**src/core/efh_pkg.sv**
```systemverilog
// Package for the elastic FIFO host controller: timing counts and carrier types
`default_nettype none
package efh_pkg;
   // ************************************************************
   // Timing
   // ************************************************************
   localparam int CLK_PERIOD_NS = 20;
   // Minimum strobe HIGH and LOW width at the device pins
   localparam int STROBE_WIDTH_NS = 24;
   localparam int STROBE_CYC = (STROBE_WIDTH_NS + CLK_PERIOD_NS - 1) / CLK_PERIOD_NS;
   // Master clear HIGH width
   localparam int CLEAR_WIDTH_NS = 24;
   localparam int CLEAR_CYC = (CLEAR_WIDTH_NS + CLK_PERIOD_NS - 1) / CLK_PERIOD_NS;
   // Master clear to shift-in recovery
   localparam int RECOVERY_NS = 22;
   localparam int RECOVERY_CYC = (RECOVERY_NS + CLK_PERIOD_NS - 1) / CLK_PERIOD_NS;
   // Data hold after the shift-in rising edge
   localparam int HOLD_NS = 41;
   localparam int HOLD_CYC = (HOLD_NS + CLK_PERIOD_NS - 1) / CLK_PERIOD_NS;
   localparam int CNT_W = 4;
   localparam int DATA_W = 4;
   localparam int DEPTH = 16;

   // ************************************************************
   // Types
   // ************************************************************
   typedef enum logic [2:0] {
      EFH_IDLE = 3'h0,
      EFH_HIGH = 3'h1,
      EFH_LOW = 3'h3,
      EFH_CLEAR = 3'h2,
      EFH_RECOV = 3'h6
   } efh_state_e;

   // Pins driven toward the device
   typedef struct packed {
      logic master_clear;
      logic shift_in;
      logic shift_out;
      logic out_enable;
      logic [DATA_W-1:0] data_inputs;
   } efh_pins_out_s;

   // Pins read back from the device
   typedef struct packed {
      logic input_ready;
      logic output_ready_flag;
      logic [DATA_W-1:0] data_outputs;
   } efh_pins_in_s;
endpackage
`default_nettype wire

```
**src/core/efh_host.sv**
```systemverilog
// Host controller that drives an elastic 16x4 FIFO through its handshake pins
// Behaviour
// - Raising shift-in loads the word on the data inputs.
// - Writer must lower shift-in to finish a held shift-in.
// - In burst mode shift-in pulses, three cycles HIGH and at least three LOW, ignore input-ready.
// - Reader must lower shift-out to finish a held shift-out.
`default_nettype none
module efh_host
   import efh_pkg::*;
#(
   parameter int DATA_W_P = efh_pkg::DATA_W
) (
   input wire logic clk,
   input wire logic rst,
   // User side
   input wire logic clear_req,
   input wire logic burst_mode,
   input wire logic wr_valid,
   input wire logic [efh_pkg::DATA_W-1:0] wr_data,
   output logic wr_ready,
   output logic rd_valid,
   output logic [efh_pkg::DATA_W-1:0] rd_data,
   input wire logic rd_ready,
   input wire logic out_en_req,
   // Device side
   output efh_pkg::efh_pins_out_s dev_out,
   input wire efh_pkg::efh_pins_in_s dev_in
);
   import efh_pkg::*;

   // ************************************************************
   // Pin synchronisers
   // ************************************************************
   efh_pins_in_s sync1_ff, sync2_ff;
   always_ff @(posedge clk) begin
      if (rst) begin
         sync1_ff <= '0;
         sync2_ff <= '0;
      end else begin
         sync1_ff <= dev_in;
         sync2_ff <= sync1_ff;
      end
   end

   // ************************************************************
   // Write side: shift-in strobe sequencer
   // ************************************************************
   efh_state_e wst_ff, nxt_wst;
   logic [2:0] wcnt_ff, nxt_wcnt;
   logic si_ff, nxt_si;
   logic mr_ff, nxt_mr;
   logic [DATA_W-1:0] din_ff, nxt_din;
   logic wr_ready_ff, nxt_wr_ready;

   always_comb begin
      nxt_wst = wst_ff;
      nxt_wcnt = wcnt_ff;
      nxt_si = si_ff;
      nxt_mr = mr_ff;
      nxt_din = din_ff;
      nxt_wr_ready = 1'b0;
      case (wst_ff)
         EFH_IDLE: begin
            if (clear_req) begin
               nxt_mr = 1'b1;
               nxt_si = 1'b0;
               nxt_wcnt = 3'(CLEAR_CYC);
               nxt_wst = EFH_CLEAR;
            end else if (wr_valid && !wr_ready_ff && (burst_mode || sync2_ff.input_ready)) begin
               // Flag is a don't-care in burst mode; overflow is dropped by the device
               nxt_si = 1'b1;
               nxt_din = wr_data;
               nxt_wcnt = 3'(STROBE_CYC > HOLD_CYC ? STROBE_CYC : HOLD_CYC);
               nxt_wr_ready = 1'b1;
               nxt_wst = EFH_HIGH;
            end
         end
         EFH_HIGH: begin
            if (wcnt_ff > 3'h1) begin
               nxt_wcnt = wcnt_ff - 3'h1;
            end else begin
               // Always lower the strobe so a held shift-in completes
               nxt_si = 1'b0;
               nxt_wcnt = 3'(STROBE_CYC);
               nxt_wst = EFH_LOW;
            end
         end
         EFH_LOW: begin
            if (wcnt_ff > 3'h1) begin
               nxt_wcnt = wcnt_ff - 3'h1;
            end else begin
               // Flag is resampled only after the two-stage sync has caught up
               nxt_wst = EFH_IDLE;
            end
         end
         EFH_CLEAR: begin
            if (wcnt_ff > 3'h1) begin
               nxt_wcnt = wcnt_ff - 3'h1;
            end else begin
               nxt_mr = 1'b0;
               nxt_wcnt = 3'(RECOVERY_CYC + 2);
               nxt_wst = EFH_RECOV;
            end
         end
         EFH_RECOV: begin
            if (wcnt_ff > 3'h1) begin
               nxt_wcnt = wcnt_ff - 3'h1;
            end else begin
               nxt_wst = EFH_IDLE;
            end
         end
         default: begin
            nxt_wst = EFH_IDLE;
            nxt_si = 1'b0;
            nxt_mr = 1'b0;
         end
      endcase
   end

   always_ff @(posedge clk) begin
      if (rst) begin
         wst_ff <= EFH_IDLE;
         wcnt_ff <= 3'h0;
         si_ff <= 1'b0;
         mr_ff <= 1'b0;
         din_ff <= '0;
         wr_ready_ff <= 1'b0;
      end else begin
         wst_ff <= nxt_wst;
         wcnt_ff <= nxt_wcnt;
         si_ff <= nxt_si;
         mr_ff <= nxt_mr;
         din_ff <= nxt_din;
         wr_ready_ff <= nxt_wr_ready;
      end
   end

   // ************************************************************
   // Read side: shift-out strobe sequencer
   // ************************************************************
   efh_state_e rst_st_ff, nxt_rst_st;
   logic [2:0] rcnt_ff, nxt_rcnt;
   logic so_ff, nxt_so;
   logic rd_valid_ff, nxt_rd_valid;
   logic [DATA_W-1:0] rdat_ff, nxt_rdat;
   logic oe_ff, nxt_oe;
   logic [1:0] oe_seen_ff, nxt_oe_seen;

   always_comb begin
      nxt_rst_st = rst_st_ff;
      nxt_rcnt = rcnt_ff;
      nxt_so = so_ff;
      nxt_rd_valid = rd_valid_ff;
      nxt_rdat = rdat_ff;
      nxt_oe = out_en_req;
      nxt_oe_seen = {oe_seen_ff[0], oe_ff};
      if (rd_valid_ff && rd_ready) begin
         nxt_rd_valid = 1'b0;
      end
      case (rst_st_ff)
         EFH_IDLE: begin
            // Sample data only while the flag says it is settled
            if (mr_ff) begin
               nxt_rd_valid = 1'b0;
            end else if (sync2_ff.output_ready_flag && !rd_valid_ff && oe_ff && (&oe_seen_ff)) begin
               // Freshly enabled pins need the enable time plus both sync stages
               nxt_rdat = sync2_ff.data_outputs;
               nxt_rd_valid = 1'b1;
               nxt_so = 1'b1;
               nxt_rcnt = 3'(STROBE_CYC);
               nxt_rst_st = EFH_HIGH;
            end
         end
         EFH_HIGH: begin
            if (rcnt_ff > 3'h1) begin
               nxt_rcnt = rcnt_ff - 3'h1;
            end else begin
               nxt_so = 1'b0;
               nxt_rcnt = 3'(STROBE_CYC + 2);
               nxt_rst_st = EFH_LOW;
            end
         end
         EFH_LOW: begin
            if (rcnt_ff > 3'h1) begin
               nxt_rcnt = rcnt_ff - 3'h1;
            end else begin
               // A LOW flag here means empty; no strobe is sent then
               nxt_rst_st = EFH_IDLE;
            end
         end
         default: begin
            nxt_rst_st = EFH_IDLE;
            nxt_so = 1'b0;
         end
      endcase
   end

   always_ff @(posedge clk) begin
      if (rst) begin
         rst_st_ff <= EFH_IDLE;
         rcnt_ff <= 3'h0;
         so_ff <= 1'b0;
         rd_valid_ff <= 1'b0;
         rdat_ff <= '0;
         oe_ff <= 1'b0;
         oe_seen_ff <= 2'h0;
      end else begin
         rst_st_ff <= nxt_rst_st;
         rcnt_ff <= nxt_rcnt;
         so_ff <= nxt_so;
         rd_valid_ff <= nxt_rd_valid;
         rdat_ff <= nxt_rdat;
         oe_ff <= nxt_oe;
         oe_seen_ff <= nxt_oe_seen;
      end
   end

   assign dev_out = '{master_clear: mr_ff, shift_in: si_ff, shift_out: so_ff,
                      out_enable: oe_ff, data_inputs: din_ff};
   assign wr_ready = wr_ready_ff;
   assign rd_valid = rd_valid_ff;
   assign rd_data = rdat_ff;

   // ************************************************************
   // Assertions
   // ************************************************************
   a_si_high_width: assert property (@(posedge clk) disable iff (rst)
      $rose(si_ff) |-> si_ff[*2]) else $error("shift-in high too short");
   a_si_low_width: assert property (@(posedge clk) disable iff (rst)
      $fell(si_ff) |-> !si_ff[*2]) else $error("shift-in low too short");
   a_so_high_width: assert property (@(posedge clk) disable iff (rst)
      $rose(so_ff) |-> so_ff[*2]) else $error("shift-out high too short");
   a_so_ends: assert property (@(posedge clk) disable iff (rst)
      $rose(so_ff) |-> ##[1:4] !so_ff) else $error("shift-out never lowered");
   a_si_ends: assert property (@(posedge clk) disable iff (rst)
      $rose(si_ff) |-> ##[1:5] !si_ff) else $error("shift-in never lowered");
   a_clear_width: assert property (@(posedge clk) disable iff (rst)
      $rose(mr_ff) |-> mr_ff[*2] ##1 !mr_ff) else $error("clear width wrong");
   a_no_si_clear: assert property (@(posedge clk) disable iff (rst)
      mr_ff |-> !si_ff) else $error("shift-in during clear");
   a_flag_gated: assert property (@(posedge clk) disable iff (rst)
      $rose(si_ff) && !$past(burst_mode) |-> $past(sync2_ff.input_ready))
      else $error("shift-in without input ready");
   a_read_gated: assert property (@(posedge clk) disable iff (rst)
      $rose(so_ff) |-> $past(sync2_ff.output_ready_flag)) else $error("read without flag");
   a_data_stable: assert property (@(posedge clk) disable iff (rst)
      si_ff && $past(si_ff) |-> $stable(din_ff)) else $error("data moved under shift-in");
   a_read_enabled: assert property (@(posedge clk) disable iff (rst)
      $rose(so_ff) |-> $past(oe_ff, 2)) else $error("read before data pins enabled");
   c_write: cover property (@(posedge clk) disable iff (rst) $rose(si_ff));
   c_read: cover property (@(posedge clk) disable iff (rst) $rose(so_ff));
   c_burst: cover property (@(posedge clk) disable iff (rst) burst_mode && $rose(si_ff));
   c_clear: cover property (@(posedge clk) disable iff (rst) $rose(mr_ff));
endmodule // efh_host
`default_nettype wire

```
**config.mk**
```make
export PLATFORM = sky130hd
export DESIGN_NAME = efh_host
export DESIGN_NICKNAME = d
export VERILOG_FILES = /design/src/core/efh_pkg.sv /design/src/core/efh_host.sv
export SDC_FILE = /design/constraint.sdc
export NUM_CORES = 1
export LEC_CHECK = 0
export BUFFER_PORTS_ARGS = -buffer_cell sky130_fd_sc_hd__clkbuf_2
export CAP_MARGIN = 40
export CORE_MARGIN = 5
export CORE_UTILIZATION = 50
export DETAILED_ROUTE_END_ITERATION = 8
export MAX_ROUTING_LAYER = met4
export PLACE_DENSITY = 0.69
export SLEW_MARGIN = 15
export SYNTH_ARGS = -nofsm -noshare
export SYNTH_HDL_FRONTEND = slang
export SYNTH_SLANG_ARGS = --single-unit
```
**constraint.sdc**
```tcl
create_clock -name clk -period 2.1 [get_ports clk]
set_input_delay 0 -clock clk [delete_from_list [all_inputs] [get_ports clk]]
set_output_delay 0 -clock clk [all_outputs]
set_load 0.1 [all_outputs]
```
* Yosys cells after proc, flatten, opt, wreduce, memory -nomap -nowiden
Index checks and enable logic that the tools add are counted.
** Cells by class
- Add/sub/neg operators :: 2
- Multipliers :: 0
- Div/mod/pow operators :: 0
- $lt $le $gt $ge :: 2
- Eq/ne operators :: 17
- Shift-type cells :: 0
- Muxes and demuxes :: 37
- Bitwise gates (word level) :: 6
- Reduce and logical (&&, ||, !) cells :: 27
** Operators by type and width (count)
- 3-bit two-way mux :: 18
- 3-bit case mux with 4 select lines :: 2
- 2-bit inequality test (second input constant) :: 9
- 3-bit case mux with 3 select lines :: 2
- 4-bit AND reduction :: 4
- 3-bit AND reduction :: 5
- 1-bit two-way mux :: 12
- 3-bit by 2-bit == test with 1-bit output (second input constant) :: 3
- 1-bit case mux with 3 select lines :: 3
- 3-bit OR reduction :: 3
- 3-bit by 1-bit == test with 1-bit output (second input constant) :: 2
- 3-bit by 1-bit greater-than comparator with 1-bit output (second input constant) :: 2
- 1-bit logical AND :: 6
- 3-bit zero test :: 2
- 1-bit inverter :: 6
- 3-bit by 1-bit subtractor with 3-bit output (second input constant) :: 2
- 4-bit nonzero test :: 1
- 3-bit == test (second input constant) :: 1
- 3-bit inequality test (second input constant) :: 1
- 3-bit nonzero test :: 1
- 1-bit zero test :: 2
- 2-bit by 1-bit inequality test with 1-bit output (second input constant) :: 1
- 2-bit AND reduction :: 1
- 2-bit OR reduction :: 1
- 1-bit logical OR :: 1
** Word-level totals
- Flip-flop bits (word level) :: 40
- Latch bits :: 0
- RAM bits :: 0
- ROM bits :: 0
- Word-level logic and storage cells :: 110
- Memories kept :: 0

* Logic depth before layout (Yosys ltp)
Gate-level depths: netlist (run 1).
- Depth in word-level cells :: 7
- Depth in mapped cells :: 7

* Worst setup path after synthesis (run 1)
OpenSTA, ideal clock, no wires.
- Kind :: register -> register
- Start point :: register wr_ready_ff, in the netlist wr_ready
- End point :: register wcnt_ff[2]
- Setup time :: 0.134 ns
- Arrival time :: 1.846 ns
- Slack :: 0.120 ns
- Stages on the path, launching flop included :: 6
- Path through :: dfxtp_1 > or3b_1 > buf_6 > a221o_1 > nor3_1 > a311oi_1
** Between the ends
- Cells in the longest elaborated chain, start to end :: 5
** Ends and longest elaborated chain
- start, declared :: RTL line efh_host.sv:53 : logic wr_ready_ff, nxt_wr_ready;
- start signal, assigned :: RTL line efh_host.sv:134 : wr_ready_ff <= nxt_wr_ready;
- 1-bit zero test :: RTL line efh_host.sv:69 : end else if (wr_valid && !wr_ready_ff && (burst_mode || sync2_ff.input_ready)) begin
- 1-bit logical AND (2 in a row) :: RTL line efh_host.sv:69
- 3-bit inequality test (no line)
- 3-bit AND reduction (no line)
- end signal, assigned :: RTL line efh_host.sv:130 : wcnt_ff <= nxt_wcnt;
- end, declared :: RTL line efh_host.sv:49 : logic [2:0] wcnt_ff, nxt_wcnt;
Every way passes these cells.
A chain may end at the register's enable or synchronous reset.

* Worst setup path after layout (run 1)
- Start point :: register wcnt_ff[1]
- End point :: register wcnt_ff[2]
** Between the ends
- Cells in the longest elaborated chain, start to end :: 3
- Elaborated cells between the ends (all ways) :: 8
- Classes of those cells :: add/sub: 1; order compare: 1; eq/ne: 1; mux: 4; reduce/logical: 1
** Ends and longest elaborated chain (RTL line)
- 3-bit by 1-bit subtractor with 3-bit output / 3-bit by 1-bit greater-than comparator with 1-bit output (equally long branches)
- 3-bit two-way mux (tied with other cells) :: efh_host.sv:89, efh_host.sv:106
- 3-bit case mux with 4 select lines / 3-bit AND reduction (equally long branches)
Parallel ways exist; a longest one is shown, timed or not. The select of a mux whose other input is x is not followed.

==> results of run 1 <==
registers in the layout, summed over array words and instances, names as in the netlist:
register and cells:
wst_ff 3, rd_data 4, rd_valid 1, oe_ff 1, so_ff 1, rst_st_ff 2
si_ff 1, din_ff 4, sync1_ff 6, wr_ready 1, wcnt_ff 3, sync2_ff 6
oe_seen_ff 2, rcnt_ff 3, mr_ff 1
worst min-delay path, stage by stage:
cell      delay (ns)
clkbuf_2        0.17
a211o_1         0.13
a311oi_1        0.09
cells in the final DEF (no fill, tap or decap), types with 2 or more instances in the layout:
master | Yosys | final
nand2_1 | 12 | 12
o21ai_0 | 7 | 7
nor2_1 | 18 | 18
or3_1 | 2 | 2
a211oi_1 | 4 | 4
inv_1 | 6 | 6
a211o_1 | 2 | 2
nor4_1 | 2 | 2
nand4_1 | 3 | 3
nor2b_1 | 16 | 16
and3_1 | 2 | 2
mux2i_1 | 4 | 4
clkbuf_4 | 0 | 5
nand3_1 | 7 | 7
o21bai_1 | 2 | 2
clkbuf_2 | 0 | 30
a21oi_1 | 12 | 12
ha_1 | 4 | 4
inv_2 | 3 | 3
nor3_1 | 4 | 4
dfxtp_1 | 39 | 39
a21o_1 | 2 | 2
nand2b_1 | 2 | 2
a311oi_1 | 3 | 3
nor3_2 | 2 | 2
dlygate4sd3_1 | 0 | 12
per-stage QoR:
stage	setup slack (ns)	hold slack (ns)	instance area, um2	total power [mW]	std cells
global route	0.182	0.0761	2110	2.00	278
global placement	0.412	0.209	1900	1.38	258
finish	0.289	0.0830	2110	1.89	278
detailed placement	0.334	0.215	1900	1.39	258
CTS	0.303	0.0638	2110	1.90	278
floorplan	0.120	0.0915	1770	1.29	196
area by class of cell:
class,instances,area share
clock inverter,3,0.0208
clock buffer,5,0.0178
multi-input combinational,133,0.415
tap,46,0.0273
inverter,9,0.0160
sequential,39,0.371
timing repair buffer,43,0.132
routing by layer:
metal	part of all wire	track usage
met5	0	-
met4	0.0051	0.0456
met3	0.056	0.0536
met2	0.51	0.276
met1	0.43	0.186
kinds of logic after synthesis:
group / after synthesis / synth area share
and+or+nand+nor: 75 / 0.236
AOI/OAI and AO/OA: 48 / 0.197
DFF: 39 / 0.440
buffers and inverters: 24 / 0.0663
muxes: 4 / 0.0226
adders and majority gates: 4 / 0.0282
xor gates and xnor gates: 2 / 0.00988
power by group through the flow:
| stage | clock network, mW | registers [mW] | logic [mW] |
|---|---|---|---|
| 6_report | 0.498 | 0.860 | 0.536 |
| 5_1_grt | 0.550 | 0.869 | 0.583 |
| 4_1_cts | 0.515 | 0.859 | 0.530 |
| 3_5_place_dp | 0 | 0.877 | 0.510 |
| 3_3_place_gp | 0 | 0.873 | 0.508 |
| 2_1_floorplan | 0 | 0.879 | 0.413 |
repair_timing:
item                                   4_1_cts  5_1_grt
hold buffers                                12        0
endpoints found under the hold margin       12        0
setup endpoints to repair                    0        0
worst paths after layout:
kind                        endpoint  slack, ns
max reg2reg  wcnt_ff[2]$_SDFFE_PP0P_       0.29
max          wcnt_ff[2]$_SDFFE_PP0P_       0.29
min               si_ff$_SDFFE_PP0P_       0.08
min reg2reg   sync2_ff[2]$_SDFF_PP0_       0.46
==> metrics, run 1 <==
Netlist cell types 50; status completed; Max Cap Violations 0; worst IR drop on VDD 0.000690 V; switching share of total power 0.347; via count 1492; Fin Setup TNS 0 ns; fillcell total 276; Internal Power 1.24 mW; hold path cells 3; CP startpoint wcnt_ff[1]$_SDFFE_PP0P_; Synth Instances 196; Clock Tree Buf Depth 2; register bit count reported by yosys 39; H-tree depth 2; Remaining DRCs 0; CP bufs+invs 1; Max Freq 552 MHz; layout cells sized above 1 0.211; postcts setup bufs 0; Comb power frac 0.283; Lkg Pwr 0.832 nW; final setup vio count 0; largest area contributor in the netlist dfxtp_1; top-count cell post-synth dfxtp_1; Clock Sinks 39; core area 0.00339 mm2; Synth area leaders dfxtp_1 (44%), nor2b_1 (5.6%), nor2_1 (3.8%); HP Class input pin to flip-flop; Clk pwr share 0.263; pin count of the biggest net entering global routing 41; Final ANT Viol Nets 0; number of cells on the critical path 7; Site Rows 21; Util after Layout 0.621; PostCTS Resize Cnt 0; post-route clock period utilization 0.862; flip-flop and latch area 781 um2; first-pass GRT wire length 6310 um; GR Overflow Total 0; clk root buf clkbuf_4; CP Max Fanout 5; Worst-path clk slew 0.12 ns; Die Wd 69.5 um; Final min period 1.81 ns; Post-synth EDFFs 0; syn_area_per_cell 9.05 um2; Routed WL 3730 um; synthesized area 0.00177 mm2; kind of critical path flip-flop to flip-flop; register share of total power 0.454; die height 69.5 um; CTS tree done; Slowest cell on crit path dfxtp_1; antenna violations before repair 0; area grow syn2layout 18.8%; die area 0.00484 mm2; fraction of registers with async set/reset 0; NumNets Final 252; GPL Wtd Cong 0.917; final slew viol count 0; RSZ-0062 raised after global routing false; CP Data Arrival Time 2.06 ns; GR Util All Layers 0.164; Multi-input gate area 875 um2; Crit path largest cell delay 0.40 ns; Final Skew 0.00730 ns; sw power 657 uW; hpwl dp 2510 um; n_diodes 0; Synth top cells by count dfxtp_1 (39), nor2_1 (18), nor2b_1 (16); Synthesis Warnings 0; Num CTS Buffers 5; worst-margin pin slew 0.781 ns; Worst Reg2Reg Path Length in Cells 7; input/output buffers 30; min-delay src clear_req; Clk Latency, worst-skew pair 0.34 ns; vias in the first global route 1449; Iter 0 DRT Violations 146; crit start category flip-flop; reg-to-reg startpoint wcnt_ff[1]$_SDFFE_PP0P_; vias per cell 5.37; I/O pin cnt 31; per-cell routed wire length 13.4 um; critical path data required time 2.35 ns; relative slew slack 0.479; cell family contributing the most delay on the critical path compound AO/OA/AOI/OAI gates; Mapped Nets 217; Main synth FF type dfxtp_1; post-synth top area share 0.440; Initial Util 0.523; hold violation count in the final report 0; register area share after synthesis 0.440; critical path, cell by cell inv_1, ha_1, o21ba_2, nor2_1, o21ai_0, a21oi_1, a311oi_1; power per cell area 899 mW/mm2; DRT Pass-1 Iters 4; CP Capture Type flip-flop
(Power assumes the default switching activity.)
==> run 2: changes to the inputs <==
CORE_UTILIZATION = 54   (was 50)
PLACE_DENSITY = 0.74   (was 0.69)
==> run 2 against run 1 <==
Clock power is 2% higher. Combinational power is 0.9% higher. Via count rose by 2.4%. Clock skew increased by 0.0043 ns. Total power is 0.88% higher. Largest power group unchanged. Largest cell class unchanged. Global-route usage up 1.4 points.
==> metrics, run 2 (synthesis results as in run 1) <==
status completed; commonest non-fill, non-tap cell in the layout dfxtp_1; Routed WL 3610 um; Initial Util 0.571; antenna violations before repair 0; min-delay src clear_req; H-tree depth 2; Placed Cells 256; per-cell routed wire length 13.1 um; Site Rows 20; post-route clock period utilization 0.892; GR Overflow Total 0; most frequent cells in the layout dfxtp_1 (39), clkbuf_2 (30), nor2_1 (18); Die Wd 67.3 um; Final Skew 0.0116 ns; GPL Wtd Cong 0.904; Power Total 1.91 mW; kind of critical path flip-flop to flip-flop; Max Cap Violations 0; GR Util All Layers 0.178; Clock Sinks 39; hpwl dp 2450 um; Largest regs sync1_ff x6, sync2_ff x6; Clock Tree Buf Depth 2; reg-to-reg startpoint wcnt_ff[1]$_SDFFE_PP0P_; clk root buf clkbuf_4; input/output buffers 30; hold violation count in the final report 0; n_diodes 0; vias in the first global route 1466; die height 67.3 um; I/O pin cnt 31; CP Capture Type flip-flop; Worst-path clk slew 0.13 ns; HP Class input pin to flip-flop; core area 0.00310 mm2; pin count of the biggest net entering global routing 41; via count 1528; Fin Setup TNS 0 ns; RSZ-0062 raised after global routing false; Finished Layout Cells 276; power per cell area 908 mW/mm2; Iter 0 DRT Violations 109; layout cells sized above 1 0.211; CP Data Arrival Time 2.14 ns; worst IR drop on VDD 0.000663 V; CP Max Fanout 5; NumNets Final 252; CP startpoint wcnt_ff[1]$_SDFFE_PP0P_; PostCTS Resize Cnt 0; first-pass GRT wire length 6090 um; final slew viol count 0; DRT Pass-1 Iters 4; relative slew slack 0.477; Max Freq 534 MHz; Min Hold Slack 0.0544 ns; vias per cell 5.54; Final ANT Viol Nets 0; crit start category flip-flop; fillcell total 251; area grow syn2layout 18.6%; Remaining DRCs 0; final setup vio count 0; die area 0.00453 mm2; Lkg Pwr 0.832 nW; worst-margin pin slew 0.784 ns; CTS tree done; Num CTS Buffers 5; Clk Latency, worst-skew pair 0.35 ns; Final min period 1.87 ns; critical path data required time 2.36 ns
[run 2: report_power, final]
group	switching [mW]	total [mW]	internal, mW	leakage [nW]
clock network	0.255	0.506	0.251	0.0452
registers	0.0727	0.864	0.791	0.319
logic	0.343	0.541	0.198	0.468
total	0.671	1.91	1.24	0.832
[run 2: final timing paths]
check / end / slack (ns) / cells after the start
worst min register to register: sync2_ff[1]$_SDFF_PP0_ / 0.45 / 1
worst max register to register: wcnt_ff[2]$_SDFFE_PP0P_ / 0.23 / 7
worst min-delay path: si_ff$_SDFFE_PP0P_ / 0.05 / 3
worst max-delay path: wcnt_ff[2]$_SDFFE_PP0P_ / 0.23 / 7
[run 2: what timing repair did]
item / in CTS / in global routing
hold buffers: 12 / 0
hold endpoints to repair: 12 / 0
setup buffers: 0 / 0
[run 2: per-layer routing]
metal,vias to the layer above,routed length (um),GRT usage
met5,-,0,-
met4,0,28,0.0557
li1,759,-,-
met3,4,255,0.0549
met1,705,1520,0.200
met2,60,1810,0.303
[run 2: per-stage QoR]
step                cell area (um2)   util  worst slack [ns]
finish                         2100  0.678             0.226
global route                   2100  0.678             0.114
CTS                            2100  0.678             0.276
detailed placement             1900  0.613             0.311
global placement               1900  0.613             0.400
floorplan                      1770      -             0.120
[run 2: critical path: stages, from the launching register on]
cell,delay (ns)
dfxtp_1,0.39
inv_1,0.08
ha_1,0.19
o21ba_2,0.29
nor2_1,0.11
o21ai_0,0.33
a21oi_1,0.14
a311oi_1,0.26
[run 2: layout make-up]
| class | instances | area (um2) | share of cell area |
|---|---|---|---|
| Clock buffer | 5 | 37.5 | 0.0178 |
| Clock inverter | 3 | 43.8 | 0.0208 |
| Inverter | 9 | 33.8 | 0.0161 |
| Multi-Input combinational cell | 133 | 875 | 0.416 |
| Sequential cell | 39 | 781 | 0.371 |
| Tap cell | 44 | 55.1 | 0.0262 |
| Timing Repair Buffer | 43 | 278 | 0.132 |
==> run 3: changes to the inputs <==
PLACE_DENSITY = 0.79   (was 0.74)
==> run 3 against run 2 <==
First-iteration DRC count is 19% higher. Routed wire length decreased by 1.5%. Register-to-register slack gained 0.05 ns. Global-route usage rose by 0.78 points. Core utilization up 0.48 points. Count of clock-buffer cells in the layout did not move. Total power is 1.0% lower. Clock power shrank 2%. Combinational power down 2%. Clock skew shrank 0.00082 ns. Critical path type unchanged.
==> metrics, run 3 (synthesis results as in run 1) <==
status completed; input/output buffers 30; GPL Wtd Cong 0.909; Worst-path clk slew 0.11 ns; CP Max Fanout 5; H-tree depth 2; Routed WL 3560 um; relative slew slack 0.501; Final ANT Viol Nets 0; CTS tree done; Iter 0 DRT Violations 130; postcts setup bufs 0; post-route clock period utilization 0.869; Fin Setup TNS 0 ns; GR Util All Layers 0.186; antenna violations before repair 0; hpwl dp 2420 um; GR Overflow Total 0; Util after Layout 0.683; power per cell area 893 mW/mm2; CP Capture Type flip-flop; RSZ-0062 raised after global routing false; first-pass GRT wire length 6150 um; vias per cell 5.36; final slew viol count 0; commonest non-fill, non-tap cell in the layout dfxtp_1; CP Data Arrival Time 2.07 ns; critical path data required time 2.34 ns; DRT Pass-1 Iters 4; Max Freq 548 MHz; worst-margin pin slew 0.748 ns; Remaining DRCs 0; Site Rows 20; area grow syn2layout 19.5%; hold violation count in the final report 0; Final Skew 0.0108 ns; Initial Util 0.571; I/O pin cnt 31; worst IR drop on VDD 0.000679 V; HP Class input pin to flip-flop; crit start category flip-flop; core area 0.00310 mm2; Clock Tree Buf Depth 2; clk root buf clkbuf_4; kind of critical path flip-flop to flip-flop; Die Wd 67.3 um; pin count of the biggest net entering global routing 41; Largest regs sync1_ff x6, sync2_ff x6; via count 1491; final setup vio count 0; Num CTS Buffers 5; Max Cap Violations 0; Clk Latency, worst-skew pair 0.34 ns; n_diodes 0; most frequent cells in the layout dfxtp_1 (39), clkbuf_2 (30), nor2_1 (18); Lkg Pwr 0.843 nW; layout cells sized above 1 0.218; die height 67.3 um; per-cell routed wire length 12.8 um; die area 0.00453 mm2; Clock Sinks 39; Final min period 1.83 ns; vias in the first global route 1425; NumNets Final 254
-- run 3: layout make-up --
cell class | count | area [um2]
Sequential cell | 39 | 781
Tap cell | 44 | 55.1
Inverter | 9 | 33.8
Fill cell | 266 | 985
Multi-Input combinational cell | 133 | 875
Clock inverter | 3 | 43.8
Clock buffer | 5 | 37.5
Timing Repair Buffer | 45 | 293
-- run 3: path summary, 6_finish.rpt --
path	startpoint	to	slack [ns]	cells after the start
setup / recovery	wcnt_ff[1]$_SDFFE_PP0P_	wcnt_ff[2]$_SDFFE_PP0P_	0.27	7
hold / removal	clear_req	si_ff$_SDFFE_PP0P_	0.07	3
hold reg to reg	sync1_ff[4]$_SDFF_PP0_	sync2_ff[4]$_SDFF_PP0_	0.45	1
setup reg to reg	wcnt_ff[1]$_SDFFE_PP0P_	wcnt_ff[2]$_SDFFE_PP0P_	0.27	7
-- run 3: metal layers --
layer | GRT usage | vias to the layer above | share of wire
met5 | - | - | 0
met4 | 0.0911 | 0 | 0.026
met3 | 0.0516 | 11 | 0.056
met2 | 0.290 | 49 | 0.47
met1 | 0.221 | 674 | 0.45
li1 | - | 757 | -
-- run 3: through the flow --
step           cell area, um2  instances  hold slack (ns)  setup WS [ns]  total power, mW
3_3_place_gp             1920        258            0.208          0.391             1.38
3_5_place_dp             1920        258            0.212          0.316             1.39
4_1_cts                  2120        278           0.0556          0.289             1.90
6_report                 2120        278           0.0747          0.274             1.89
5_1_grt                  2120        278           0.0645         0.0979             1.99
2_1_floorplan            1770        196           0.0915          0.120             1.29
-- run 3: timing repair --
item	in CTS	in global routing
hold endpoints to repair	12	0
resized for setup	0	0
hold buffers	12	0
setup endpoints to repair	0	0
-- run 3: critical path: stages (launching register included) --
cell and delay, ns:
dfxtp_1 0.40, inv_1 0.08, ha_1 0.19, o21ba_2 0.30
nor2_1 0.11, o21ai_0 0.29, a21oi_1 0.12, a311oi_1 0.25
-- run 3: power by group --
group / internal (mW) / switching, mW / leakage, nW / total, mW
clock network: 0.250 / 0.243 / 0.0452 / 0.494
registers: 0.791 / 0.0755 / 0.319 / 0.867
logic: 0.197 / 0.334 / 0.479 / 0.531
